==> src/core/ocd_pkg.sv <==
// Purpose: Constants and types for the output channel divider block
// Assumes: Register offsets are the printed byte addresses of the control port
// Notes:   Two channels; each owns counts, control and route/power registers
package ocd_pkg;
   localparam int          NCH          = 2;
   localparam int          NREG         = 6;
   localparam logic [9:0]  ADDR_BASE    = 10'h190;
   localparam logic [9:0]  ADDR_CH0_RTE = 10'h192;
   localparam logic [9:0]  ADDR_CH1_CNT = 10'h193;
   localparam logic [9:0]  ADDR_CH1_CTL = 10'h194;
   localparam logic [9:0]  ADDR_LAST    = 10'h195;
   localparam logic [2:0]  IDX_NONE     = 3'h7;
   // Register slots inside one channel
   localparam int          SLOT_CNT     = 0;
   localparam int          SLOT_CTL     = 1;
   localparam int          SLOT_RTE     = 2;
   localparam logic [7:0]  RST_CNT_CH0  = 8'h77;
   localparam logic [7:0]  RST_CNT_CH1  = 8'h33;
   localparam logic [7:0]  RST_CTL      = 8'h00;
   localparam logic [7:0]  RST_RTE      = 8'h00;
   localparam logic [7:0]  RTE_MASK     = 8'h07;
   // Field positions
   localparam int          LO_MSB       = 7;
   localparam int          LO_LSB       = 4;
   localparam int          HI_MSB       = 3;
   localparam int          HI_LSB       = 0;
   localparam int          PH_MSB       = 3;
   localparam int          PH_LSB       = 0;
   localparam int          CTL_BYP      = 7;
   localparam int          CTL_IGN      = 6;
   localparam int          CTL_FRC      = 5;
   localparam int          CTL_STH      = 4;
   localparam int          RTE_PD       = 2;
   localparam int          RTE_DIR      = 1;
   localparam int          RTE_DCC      = 0;
   localparam logic [1:0]  FES_EXT      = 2'b00;
   localparam logic [1:0]  FES_NONE     = 2'b01;
   localparam logic [1:0]  FES_OSC      = 2'b10;

   typedef enum logic [1:0] {
      OCD_RT_DIV = 2'b00,
      OCD_RT_BYP = 2'b01,
      OCD_RT_OSC = 2'b10,
      OCD_RT_EXT = 2'b11
   } ocd_route_t;

   typedef struct packed {
      logic       we;
      logic [9:0] addr;
      logic [7:0] wdata;
   } ocd_wr_t;

   typedef struct packed {
      logic a;
      logic b;
      logic c;
   } ocd_outs_t;

   typedef struct packed {
      logic [4:0] cnt;
      logic       lvl;
      ocd_outs_t  outs;
      logic       pd;
      logic       dcc_en;
   } ocd_ch_t;

   typedef struct packed {
      logic [NREG-1:0][7:0] regs;
      ocd_ch_t [NCH-1:0]    ch;
      logic                 osc;
      logic                 ext;
      logic [7:0]           rdata;
   } ocd_state_t;
endpackage

==> src/core/ocd_divider.sv <==
// Purpose: Two output channel dividers with bypass, force, sync, routing, power-down
// Assumes: Oscillator and external clock levels arrive synchronous to i_clk_sys
// Notes:   Divider steps on each rising edge of its selected source level
`timescale 1ns/1ps
// Operation
// RULE1 - Second divider stays low for low field plus one input cycles, default 3.
// RULE2 - Second divider stays high for high field plus one input cycles, default 3.
// RULE3 - Bypass bit 7 powers the divider down and passes its input through.
// RULE4 - Ignore bit 6 makes the divider disregard the chip-level sync pulse.
// RULE5 - Force bit 5 only acts while ignore-sync of that channel is set.
// RULE6 - Force zero drives output low; force one drives the start-high level.
// RULE7 - Force has no effect when bypassed; polarity reversal still works.
// RULE8 - Start-high bit 4 picks the divider's starting level, default low.
// RULE9 - Each divider has a four-bit phase offset in bits 3:0, reset zero.
// RULE10 - Power-down bit 2 puts all three outputs of the channel safely down.
// RULE11 - Direct bit 1 at zero drives the three outputs from the divider.
// RULE12 - Direct set with clock select 10b routes the oscillator to outputs.
// RULE13 - Direct set with clock select 00b routes the external clock to outputs.
// RULE14 - Clock select 01b leaves the direct bit without routing effect.
// RULE15 - Bit 0 set disables duty-cycle correction; zero keeps it enabled.
// RULE16 - First divider low and high counts both default to 7.
// RULE17 - Output period equals low duration plus high duration, each field plus one.
// RULE18 - Sync restarts non-ignoring dividers at start level and phase offset.
module ocd_divider
   import ocd_pkg::*;
(
   // Clock and reset
   input  wire logic                 i_clk_sys,
   input  wire logic                 i_rst_b,
   // Register port
   input  wire ocd_pkg::ocd_wr_t     i_wr,
   input  wire logic [9:0]           i_rd_addr,
   output logic [7:0]                o_rd_data,
   // Clock sources and chip-level controls
   input  wire logic                 i_osc_clk,
   input  wire logic                 i_ext_clk,
   input  wire logic [1:0]           i_front_end_clock_select,
   input  wire logic                 i_sync,
   input  wire logic [1:0]           i_pol_inv,
   // Channel outputs
   output ocd_pkg::ocd_outs_t [1:0]  o_chan_out,
   output logic [1:0]                o_chan_pd,
   output logic [1:0]                o_duty_fix_en
);
   import ocd_pkg::*;

   ocd_state_t s_q;
   ocd_state_t s_d;

   logic [1:0][3:0] lo_v;
   logic [1:0][3:0] hi_v;
   logic [1:0][3:0] ph_v;
   logic [1:0]      byp_v;
   logic [1:0]      ign_v;
   logic [1:0]      frc_v;
   logic [1:0]      sth_v;
   logic [1:0]      pd_v;
   logic [1:0]      dir_v;
   logic [1:0]      dcc_off_v;
   logic [1:0]      run_v;
   logic            src;
   logic            tick;

   function automatic logic [2:0] reg_index(input logic [9:0] addr);
      if (addr >= ADDR_BASE && addr <= ADDR_LAST) begin
         reg_index = 3'(addr - ADDR_BASE);
      end else begin
         reg_index = IDX_NONE;
      end
   endfunction

   // The route is decided once per channel so the output mux stays flat
   function automatic ocd_route_t route_of(input logic byp, input logic dir,
                                           input logic [1:0] fes);
      if (dir && fes == FES_OSC) begin
         route_of = OCD_RT_OSC;
      end else if (dir && fes == FES_EXT) begin
         route_of = OCD_RT_EXT;
      end else if (byp) begin
         route_of = OCD_RT_BYP;
      end else begin
         route_of = OCD_RT_DIV;
      end
   endfunction

   genvar g;
   generate
      for (g = 0; g < NCH; g++) begin : g_cfg
         assign lo_v[g]      = s_q.regs[g*3+SLOT_CNT][LO_MSB:LO_LSB]; // [RULE1]
         assign hi_v[g]      = s_q.regs[g*3+SLOT_CNT][HI_MSB:HI_LSB]; // [RULE2]
         assign ph_v[g]      = s_q.regs[g*3+SLOT_CTL][PH_MSB:PH_LSB]; // [RULE9]
         assign byp_v[g]     = s_q.regs[g*3+SLOT_CTL][CTL_BYP];
         assign ign_v[g]     = s_q.regs[g*3+SLOT_CTL][CTL_IGN];
         assign frc_v[g]     = s_q.regs[g*3+SLOT_CTL][CTL_FRC];
         assign sth_v[g]     = s_q.regs[g*3+SLOT_CTL][CTL_STH];
         assign pd_v[g]      = s_q.regs[g*3+SLOT_RTE][RTE_PD];
         assign dir_v[g]     = s_q.regs[g*3+SLOT_RTE][RTE_DIR];
         assign dcc_off_v[g] = s_q.regs[g*3+SLOT_RTE][RTE_DCC];
         // Divider counts only when it is neither bypassed nor powered down
         assign run_v[g]     = !byp_v[g] && !pd_v[g]; // [RULE3]
      end
   endgenerate

   // Divider input: external clock for select 00b, oscillator otherwise
   assign src  = (i_front_end_clock_select == FES_EXT) ? i_ext_clk : i_osc_clk;
   assign tick = src && !((i_front_end_clock_select == FES_EXT) ? s_q.ext : s_q.osc);

   always_comb begin
      logic       lvl;
      logic       raw;
      logic [2:0] idx;
      ocd_route_t rt;
      lvl = 1'b0;
      raw = 1'b0;
      idx = IDX_NONE;
      rt  = OCD_RT_DIV;
      s_d = s_q;
      s_d.osc = i_osc_clk;
      s_d.ext = i_ext_clk;
      idx = reg_index(i_wr.addr);
      if (i_wr.we && idx != IDX_NONE) begin
         // Unused route bits are kept at zero so they read back as zero
         if (idx == 3'(SLOT_RTE) || idx == 3'(3 + SLOT_RTE)) begin
            s_d.regs[idx] = i_wr.wdata & RTE_MASK;
         end else begin
            s_d.regs[idx] = i_wr.wdata;
         end
      end
      idx = reg_index(i_rd_addr);
      s_d.rdata = (idx == IDX_NONE) ? 8'h00 : s_q.regs[idx];
      for (int c = 0; c < NCH; c++) begin
         if (i_sync && !ign_v[c]) begin // [RULE4]
            // Restart at start level, first span stretched by the phase offset
            s_d.ch[c].lvl = sth_v[c]; // [RULE8] [RULE18]
            s_d.ch[c].cnt = (sth_v[c] ? {1'b0, hi_v[c]} : {1'b0, lo_v[c]})
                            + {1'b0, ph_v[c]}; // [RULE9] [RULE18]
         end else if (tick && run_v[c]) begin
            if (s_q.ch[c].cnt == 5'h00) begin
               // Each half lasts field plus one ticks, so period is their sum
               s_d.ch[c].lvl = !s_q.ch[c].lvl; // [RULE17]
               s_d.ch[c].cnt = s_q.ch[c].lvl ? {1'b0, lo_v[c]}
                                             : {1'b0, hi_v[c]}; // [RULE1] [RULE2]
            end else begin
               s_d.ch[c].cnt = s_q.ch[c].cnt - 5'h01;
            end
         end
         // Ignoring sync forces the divider output; bypass skips the force
         if (ign_v[c]) begin // [RULE5]
            lvl = frc_v[c] & sth_v[c]; // [RULE6]
         end else begin
            lvl = s_q.ch[c].lvl;
         end
         rt = route_of(byp_v[c], dir_v[c], i_front_end_clock_select); // [RULE14]
         case (rt)
            OCD_RT_DIV: raw = lvl; // [RULE11]
            OCD_RT_BYP: raw = src; // [RULE3] [RULE7]
            OCD_RT_OSC: raw = i_osc_clk; // [RULE12]
            OCD_RT_EXT: raw = i_ext_clk; // [RULE13]
            default:    raw = 1'b0;
         endcase
         raw = raw ^ i_pol_inv[c]; // [RULE7]
         // Safe power-down parks all three clock outputs of the channel low
         if (pd_v[c]) begin // [RULE10]
            raw = 1'b0;
         end
         s_d.ch[c].outs   = {raw, raw, raw};
         s_d.ch[c].pd     = pd_v[c]; // [RULE10]
         s_d.ch[c].dcc_en = !dcc_off_v[c]; // [RULE15]
      end
   end

   always_ff @(posedge i_clk_sys or negedge i_rst_b) begin
      if (!i_rst_b) begin
         s_q         <= '0;
         s_q.regs[0] <= RST_CNT_CH0; // [RULE16]
         s_q.regs[1] <= RST_CTL; // [RULE9]
         s_q.regs[2] <= RST_RTE;
         s_q.regs[3] <= RST_CNT_CH1; // [RULE1] [RULE2]
         s_q.regs[4] <= RST_CTL;
         s_q.regs[5] <= RST_RTE;
      end else begin
         s_q <= s_d;
      end
   end

   assign o_rd_data = s_q.rdata;
   generate
      for (g = 0; g < NCH; g++) begin : g_out
         assign o_chan_out[g]    = s_q.ch[g].outs;
         assign o_chan_pd[g]     = s_q.ch[g].pd;
         assign o_duty_fix_en[g] = s_q.ch[g].dcc_en;
      end
   endgenerate

   logic quiet1;
   assign quiet1 = !i_sync && !i_wr.we;
endmodule // ocd_divider

==> config.mk <==
export PLATFORM = sky130hd
export DESIGN_NAME = ocd_divider
export DESIGN_NICKNAME = d
export VERILOG_FILES = /design/src/core/ocd_pkg.sv /design/src/core/ocd_divider.sv
export SDC_FILE = /design/constraint.sdc
export NUM_CORES = 1
export LEC_CHECK = 0
export BUFFER_PORTS_ARGS = -buffer_cell sky130_fd_sc_hd__clkbuf_2
export CAP_MARGIN = 10
export CORE_ASPECT_RATIO = 1.4
export CORE_MARGIN = 2
export CORE_UTILIZATION = 47
export CTS_CLUSTER_DIAMETER = 120
export DETAILED_ROUTE_END_ITERATION = 6
export PLACE_DENSITY = 0.68
export SYNTH_ARGS = -nofsm -noshare
export SYNTH_HDL_FRONTEND = slang
export SYNTH_SLANG_ARGS = --single-unit
==> constraint.sdc <==
create_clock -name i_clk_sys -period 2.73 [get_ports i_clk_sys]
set_clock_uncertainty 0.1 [all_clocks]
set_input_delay 0.546 -clock i_clk_sys [delete_from_list [all_inputs] [get_ports i_clk_sys]]
set_output_delay 0.546 -clock i_clk_sys [all_outputs]
set_load 0.02 [all_outputs]
==> results of run 1 <==
synthesized netlist by cell type (all sizes together) (7+ instances only):
library cell / count
dfstp: 10
mux2i: 27
mux4: 8
nand2: 10
nor2b: 8
a21oi: 10
o22ai: 9
buf: 26
inv: 22
nand3: 7
mux2: 48
dfrtp: 66
and2: 11
nor2: 14
ha: 10
stage by stage:
stage	instance area (um2)	utilization, %
2_1_floorplan	4170	-
3_3_place_gp	4420	51.3
3_5_place_dp	4420	51.3
4_1_cts	4680	54.4
5_1_grt	4680	54.4
6_report	4680	54.4
worst max-delay path by stage:
stage	startpoint	to	slack, ns	cells after the start
finish	s_q[44]	s_q[19]	0.43	8
global route	s_q[44]	s_q[19]	0.23	8
CTS	s_q[44]	s_q[19]	0.44	8
detailed placement	i_wr[14]	hi_v[7]	0.28	6
global placement	i_wr[14]	flip-flop	0.38	6
floorplan	s_q[44]	s_q[19]	0.51	9
power by group through the flow:
| stage | clock network (W) | logic (W) | registers, W |
|---|---|---|---|
| floorplan | 0 | 0.000230 | 0.00120 |
| global placement | 0 | 0.000306 | 0.00122 |
| detailed placement | 0 | 0.000314 | 0.00122 |
| CTS | 0.00110 | 0.000316 | 0.00120 |
| global route | 0.00114 | 0.000347 | 0.00120 |
| finish | 0.00108 | 0.000311 | 0.00120 |
per-layer routing:
metal,GRT usage (%),part of all wire [%],vias up
li1,-,-,1286
met1,23.2,40,1327
met2,36.2,53,64
met3,5.03,4.0,22
met4,9.57,3.4,0
met5,0,0,-
layout make-up:
cell class	instances	area [um2]	share of cell area [%]
tap	105	131	2.81
sequential	76	1910	40.9
multi-input combinational	217	1980	42.2
inverter	22	82.6	1.76
clock buffer	14	254	5.42
timing repair buffer	58	313	6.68
clock inverter	2	10.0	0.214
worst max-delay path: cells and delay by family, from the launching register on:
family                     cells  cell delay (ns)
adders and majority gates      1             0.27
DFF                            1             0.51
buffers and inverters          1             0.08
and+or+nand+nor                1             0.05
AOI/OAI and AO/OA              3             0.66
xor gates and xnor gates       1             0.17
muxes                          1             0.34
cells by family after synthesis:
kind of cell             after synthesis  synth area share, %
AO/OA/AOI/OAI                         37                 6.16
XOR/XNOR                               9                 1.89
adder cells (fa/ha/maj)               12                 3.96
buffers and inverters                 53                 6.58
flip-flops                            76                 45.9
multiplexers                          83                 23.8
AND/OR/NAND/NOR                       76                 11.7
==> flow_metrics.env, run 1 <==
export IMPL_dieHeight_um=115
export IMPL_dieArea_um2=9640
export IMPL_clkSinkCount=76
export IMPL_pwr_share_clk_pct=41.6
export IMPL_ant_nets=0
export IMPL_syn_area_per_cell_um2=12.0
export IMPL_final_period_utilization_pct=84.1
export IMPL_path_class="reg -> reg"
export IMPL_ctsHoldBuffers=0
export IMPL_core_area_um2=8610
export IMPL_avgRoutedWirePerCell_um=18.4
export IMPL_drt_wl_total_um=9080
export IMPL_synth_seq_cells=76
export IMPL_netlist_instances=346
export IMPL_clkTransAtPathRegs_ns=0.06
export IMPL_fillCellCount=758
export IMPL_rrSetupSlack_ns=0.43
export IMPL_timing_setup_tns_ns=0
export IMPL_cts_made_buffers=9
export IMPL_placed_cells=478
export IMPL_grt_max_degree=40
export IMPL_drt_first_pass_iters=4
export IMPL_ys_top_cells_by_area="dfrtp_1, mux2_2, mux2i_1, dfstp_2, mux4_2"
export IMPL_power_w=0.00258
export IMPL_peakVddDrop_mv=0.318
export IMPL_critPathLaunchType="flip-flop"
export IMPL_synth_edff_count=0
export IMPL_p_int_w=0.00194
export IMPL_async_flop_share_pct=100
export IMPL_max_cap_violations=0
export IMPL_postCtsSetupRepairBufs=0
export IMPL_row_count=40
export IMPL_synth_largest_area_cell="dfrtp_1"
export IMPL_grt_ovfl_total=0
export IMPL_timing_rr_end="s_q[19]"
export IMPL_setup_viol=0
export IMPL_cpMaxStageDelayCell="dfrtp_1"
export IMPL_start_util_pct=48.4
export IMPL_ys_types=51
export IMPL_grt_pass1_vias=2853
export IMPL_setup_ws_ns=0.433
export IMPL_grt_util_all_layers_pct=20.4
export IMPL_avgViaCountPerCell=5.46
export IMPL_ys_warnings_count=0
export IMPL_grt_pass1_wl_um=14700
export IMPL_layout_drive_gt1_share_pct=36.5
export IMPL_cts_tree="yes"
export IMPL_hold_worst_slack_ns=0.0860
export IMPL_switching_share_pct=24.9
export IMPL_num_vias=2699
export IMPL_cp_max_fo=8
export IMPL_drt_iter0_drc=116
export IMPL_slew_viol_final=0
export IMPL_slew_headroom_pct=52.1
export IMPL_insertedDiodeCount=0
export IMPL_synth_top_area_share_pct=39.6
export IMPL_ctsResizeCount=0
export IMPL_drc_errors=0
export IMPL_tightest_slew_ns=0.717
export IMPL_end_kind="flip-flop"
export IMPL_netlist_area_um2=4170
export IMPL_power_switching_w=0.000644
export IMPL_htreeDepth=3
export IMPL_gp_congestion=0.780
export IMPL_synth_seq_area_share_pct=45.9
export IMPL_place_ws_ns=0.280
export IMPL_p_per_area_nw_per_um2=552
export IMPL_io_pins=56
export IMPL_synth_ff_type="dfrtp_1"
export IMPL_worstPathRequired_ns=2.85
export IMPL_arrival_ns=2.42
export IMPL_cpPeakStageDelay_ns=0.51
export IMPL_layout_nets=434
export IMPL_antenna_found_initial=0
export IMPL_r2r_cells=8
export IMPL_min_period_ns=2.30
export IMPL_die_x_um=83.6
export IMPL_p_seq_share_pct=46.3
export IMPL_p_leak_nw=2.30
export IMPL_cts_root_buf="clkbuf_16"
export IMPL_numPortBuffers=55
export IMPL_hold_path_class="in -> async"
export IMPL_share_comb_of_total_power_pct=12.0
export IMPL_syn2layout_area_growth_pct=12.4
export IMPL_hold_viol=0
export IMPL_clock_latency_ns=0.34
export IMPL_final_common_cell="dfrtp_1"
export IMPL_syn_nets=396
export IMPL_clockBufferDepth=2
export IMPL_dp_hpwl_um=6830
export IMPL_mostFrequentLayoutCells="dfrtp_1, clkbuf_2, mux2_2"
export IMPL_crit_chain="mux2i_1 > inv_1 > ha_1 > a21o_1 > a21oi_1 > xor2_1 > nor2_1 > a311o_1"
export IMPL_status="finished clean"
export IMPL_r2r_start="s_q[44]"
export IMPL_layoutNonFillerInstCount=494
export IMPL_rsz0062_at_grt="false"
export IMPL_fmax_ghz=0.435
Note: power is estimated with default switching activity, not from simulation.
==> run 2: changes to the inputs <==
Settings changed: PLACE_DENSITY 0.68 to 0.71.
Clock period 2.73 ns to 2.1 ns, I/O delays scaled along.
==> run 2 against run 1 <==
Via count up 7.7%. Die area unchanged. Critical path depth unchanged. Critical path type unchanged.
==> flow_metrics.env, run 2 (synthesis results as in run 1) <==
export IMPL_status="finished clean"
export IMPL_cts_made_buffers=9
export IMPL_pwr_share_clk_pct=47.7
export IMPL_min_period_ns=2.06
export IMPL_clkTransAtPathRegs_ns=0.06
export IMPL_insertedDiodeCount=0
export IMPL_clkSinkCount=76
export IMPL_drt_wl_total_um=9680
export IMPL_htreeDepth=3
export IMPL_path_class="reg -> reg"
export IMPL_grt_pass1_wl_um=15800
export IMPL_grt_pass1_vias=3088
export IMPL_max_cap_violations=0
export IMPL_drt_iter0_drc=192
export IMPL_dp_hpwl_um=7280
export IMPL_power_switching_w=0.000875
export IMPL_avgViaCountPerCell=5.63
export IMPL_r2r_start="s_q[44]"
export IMPL_slew_viol_final=0
export IMPL_fillCellCount=698
export IMPL_final_common_cell="dfrtp_1"
export IMPL_slew_headroom_pct=74.4
export IMPL_core_area_um2=8610
export IMPL_grt_util_all_layers_pct=21.6
export IMPL_gp_congestion=0.887
export IMPL_mostFrequentLayoutCells="dfrtp_1, clkbuf_2, mux2_2"
export IMPL_setup_ws_ns=0.0418
export IMPL_layout_drive_gt1_share_pct=41.1
export IMPL_avgRoutedWirePerCell_um=18.8
export IMPL_numPortBuffers=55
export IMPL_critPathLaunchType="flip-flop"
export IMPL_num_vias=2907
export IMPL_syn2layout_area_growth_pct=19.0
export IMPL_dieArea_um2=9640
export IMPL_p_leak_nw=2.45
export IMPL_rrSetupSlack_ns=0.04
export IMPL_worstPathRequired_ns=2.22
export IMPL_grt_ovfl_total=0
export IMPL_r2r_cells=8
export IMPL_dieHeight_um=115
export IMPL_setup_viol=0
export IMPL_crit_start="s_q[44]"
export IMPL_p_per_area_nw_per_um2=770
export IMPL_fmax_ghz=0.486
export IMPL_antenna_found_initial=0
export IMPL_end_kind="flip-flop"
export IMPL_row_count=40
export IMPL_cp_max_fo=5
export IMPL_drt_first_pass_iters=4
export IMPL_arrival_ns=2.18
export IMPL_ant_nets=0
export IMPL_p_int_w=0.00294
export IMPL_io_pins=56
export IMPL_final_period_utilization_pct=98.0
export IMPL_hold_worst_slack_ns=0.123
export IMPL_hold_path_class="in -> reg"
export IMPL_start_util_pct=48.4
export IMPL_share_comb_of_total_power_pct=11.6
export IMPL_rsz0062_at_grt="true"
export IMPL_tightest_slew_ns=0.383
export IMPL_endpoint="s_q[19]"
export IMPL_clock_latency_ns=0.34
export IMPL_switching_share_pct=22.9
export IMPL_timing_rr_end="s_q[19]"
export IMPL_cts_root_buf="clkbuf_16"
export IMPL_hold_viol=0
export IMPL_drc_errors=0
export IMPL_grt_max_degree=31
export IMPL_cts_tree="yes"
export IMPL_p_seq_share_pct=40.7
export IMPL_die_x_um=83.6
export IMPL_clockBufferDepth=2
export IMPL_place_ws_ns=-0.0515
export IMPL_peakVddDrop_mv=0.526
export IMPL_layout_nets=456
==> run 2: power groups by stage <==
stage	logic, W	registers, W	clock network (W)
final	0.000445	0.00155	0.00182
after global routing	0.000488	0.00156	0.00192
after CTS	0.000450	0.00155	0.00184
after detailed placement	0.000444	0.00158	0
after global placement	0.000434	0.00157	0
after floorplan	0.000300	0.00156	0
==> run 2: stage by stage <==
step                power (W)  instances  setup TNS (ns)  util, %  instance area [um2]
floorplan             0.00186        346               0        -                 4170
global placement      0.00201        498               0     53.3                 4590
detailed placement    0.00202        498         -0.0515     53.3                 4590
CTS                   0.00384        516               0     57.6                 4960
global route          0.00396        516         -0.0536     57.6                 4960
finish                0.00382        516               0     57.6                 4960
==> run 2: worst min-delay path by stage <==
stage                         start                to  slack [ns]  cells after the start
after floorplan             i_rst_b         async pin        0.02                      0
after global placement      i_rst_b  o_duty_fix_en[0]        0.24                      1
after detailed placement    i_rst_b  o_duty_fix_en[0]        0.25                      1
after CTS                 i_ext_clk            s_q[8]        0.12                      1
after global routing      i_ext_clk            s_q[8]        0.13                      1
final                     i_ext_clk            s_q[8]        0.12                      1
==> run 2: critical path, stage by stage, from the launching register on <==
cell     delay (ns)
dfrtp_2        0.42
mux2i_2        0.24
inv_1          0.06
ha_1           0.28
a21o_1         0.18
a21oi_2        0.16
xor2_1         0.17
nor2_1         0.06
a311o_1        0.28
==> run 2: cell type report <==
cell class	count	area, um2	share of cell area [%]
multi-input combinational	217	1990	40.0
sequential	76	1920	38.6
timing repair buffer	80	493	9.94
clock buffer	12	256	5.17
tap	105	131	2.65
clock inverter	4	95.1	1.92
inverter	22	82.6	1.66
==> run 2: timing repair <==
| action | 4_1_cts | 5_1_grt |
|---|---|---|
| resized for setup | 2 | 0 |
| buffers inserted | 1 | 0 |
| endpoints found under the setup margin | 1 | 1 |
| pin swaps | 3 | 2 |
| hold buffers | 1 | 0 |
| endpoints found under the hold margin | 16 | 0 |
| cloned | 0 | 0 |
==> run 2: per-layer routing <==
layer / wire [um] / track usage (%) / vias to the layer above / share of wire, %
li1: - / - / 1340 / -
met1: 3810 / 24.9 / 1452 / 39
met2: 5060 / 37.1 / 90 / 52
met3: 466 / 4.31 / 25 / 4.8
met4: 347 / 13.0 / 0 / 3.6
met5: 0 / 0 / - / 0
==> run 3: changes to the inputs <==
Settings changed: CTS_BUF_LIST from default to sky130_fd_sc_hd__clkbuf_4 sky130_fd_sc_hd__clkbuf_8, GPL_ROUTABILITY_DRIVEN from default to 0.
==> run 3 against run 2 <==
Flip-flop and latch count unchanged. Clock power down 22%. Sequential share of layout area up 0.78 points. Die area unchanged. Global-route usage up 0.13 points. Combinational power about the same. Fmax down 1.8%. Sequential power about the same. Final area down 2.0%. Non-clock buffer count unchanged. Count of clock-buffer cells in the layout unchanged. Routed wire length up 1.2%. Largest power group is now sequential cells.
==> flow_metrics.env, run 3 (synthesis results as in run 1) <==
export IMPL_io_pins=56
export IMPL_min_period_ns=2.10
export IMPL_avgViaCountPerCell=5.58
export IMPL_clockBufferDepth=2
export IMPL_hold_viol=0
export IMPL_setup_viol=0
export IMPL_hold_path_cell_count=1
export IMPL_clock_latency_ns=0.36
export IMPL_slew_headroom_pct=73.2
export IMPL_clkSinkCount=76
export IMPL_drt_wl_total_um=9790
export IMPL_tightest_slew_ns=0.401
export IMPL_numPortBuffers=55
export IMPL_grt_util_all_layers_pct=21.7
export IMPL_dieHeight_um=115
export IMPL_drc_errors=0
export IMPL_fmax_ghz=0.477
export IMPL_start_util_pct=48.4
export IMPL_row_count=40
export IMPL_dp_hpwl_um=7280
export IMPL_cp_max_fo=5
export IMPL_postPlaceCellArea_um2=4590
export IMPL_hold_path_class="in -> reg"
export IMPL_peakVddDrop_mv=0.449
export IMPL_max_cap_violations=0
export IMPL_slew_viol_final=0
export IMPL_fin_area_um2=4860
export IMPL_p_per_area_nw_per_um2=702
export IMPL_insertedDiodeCount=0
export IMPL_grt_pass1_wl_um=15900
export IMPL_layout_nets=456
export IMPL_grt_pass1_vias=3107
export IMPL_cts_root_buf="clkbuf_8"
export IMPL_ant_nets=0
export IMPL_grt_ovfl_total=0
export IMPL_dieArea_um2=9640
export IMPL_power_w=0.00341
export IMPL_cts_tree="yes"
export IMPL_final_period_utilization_pct=99.8
export IMPL_core_area_um2=8610
export IMPL_critPathLaunchType="flip-flop"
export IMPL_cts_made_buffers=9
export IMPL_arrival_ns=2.24
export IMPL_syn2layout_area_growth_pct=16.7
export IMPL_htreeDepth=3
export IMPL_r2r_cells=8
export IMPL_rsz0062_at_grt="true"
export IMPL_path_class="reg -> reg"
export IMPL_die_x_um=83.6
export IMPL_p_leak_nw=2.41
export IMPL_end_kind="flip-flop"
export IMPL_avgRoutedWirePerCell_um=19.0
export IMPL_status="finished clean"
export IMPL_final_common_cell="dfrtp_1"
export IMPL_num_vias=2881
export IMPL_drt_iter0_drc=170
export IMPL_drt_first_pass_iters=4
export IMPL_layout_drive_gt1_share_pct=41.4
export IMPL_grt_max_degree=31
export IMPL_mostFrequentLayoutCells="dfrtp_1, clkbuf_2, mux2_2"
export IMPL_clkTransAtPathRegs_ns=0.08
export IMPL_worstPathRequired_ns=2.24
export IMPL_antenna_found_initial=0
==> run 3: cell counts in the layout (fill, tap and decap cells not counted) <==
Identical to the previous run, type by type.
==> run 3: final timing paths <==
check                          start                to  slack, ns
min                        i_ext_clk            s_q[8]       0.09
max in group asynchronous    i_rst_b         async pin       0.96
max                          s_q[44]           s_q[19]      0.004
min in group asynchronous    i_rst_b           s_q[52]       0.39
max reg2reg                  s_q[44]           s_q[19]      0.004
min reg2reg                flip-flop  o_duty_fix_en[0]       0.36
==> run 3: per-stage QoR <==
stage               TNS [ns]  utilization [%]  hold WS [ns]  std cells  setup WS (ns)
global route         -0.0891             56.5        0.0944        516        -0.0891
detailed placement   -0.0515             53.3         0.250        498        -0.0515
CTS                        0             56.5        0.0910        516        0.00790
global placement           0             53.3         0.241        498         0.0431
floorplan                  0                -        0.0244        346         0.0183
finish                     0             56.5        0.0914        516        0.00375
==> run 3: repair_timing <==
item | CTS | global route
hold endpoints to repair | 16 | 0
pin swaps | 1 | 1
hold buffers | 1 | 0
gates resized for setup | 2 | 0
setup endpoints to repair | 1 | 1
setup buffers | 1 | 0
==> run 3: area by class of cell <==
type	count	area, um2
timing repair buffer	80	493
multi-input combinational	217	1990
inverter	22	82.6
sequential	76	1920
clock inverter	4	95.1
clock buffer	12	159
tap	105	131
fill	715	3750
==> run 3: metal layers <==
layer | up-vias | wire [um] | share of wire (%) | global-route usage, %
met5 | - | 0 | 0 | 0
met4 | 0 | 405 | 4.1 | 13.4
met3 | 29 | 403 | 4.1 | 4.24
met2 | 85 | 5120 | 52 | 37.3
met1 | 1430 | 3870 | 39 | 25.0
li1 | 1337 | - | - | -
==> run 3: where the power goes <==
| part | internal (W) | switching [W] | leakage [nW] |
|---|---|---|---|
| logic | 0.000211 | 0.000235 | 1.28 |
| clock network | 0.000866 | 0.000551 | 0.130 |
| registers | 0.00151 | 0.0000447 | 0.997 |
==> run 3: worst max-delay path, stage by stage, from the launching register on <==
cell and delay (ns):
dfrtp_2 0.42, mux2i_2 0.24, inv_1 0.06, ha_1 0.28, a21o_1 0.20, a21oi_2 0.16
xor2_1 0.16, nor2_1 0.07, a311o_1 0.30
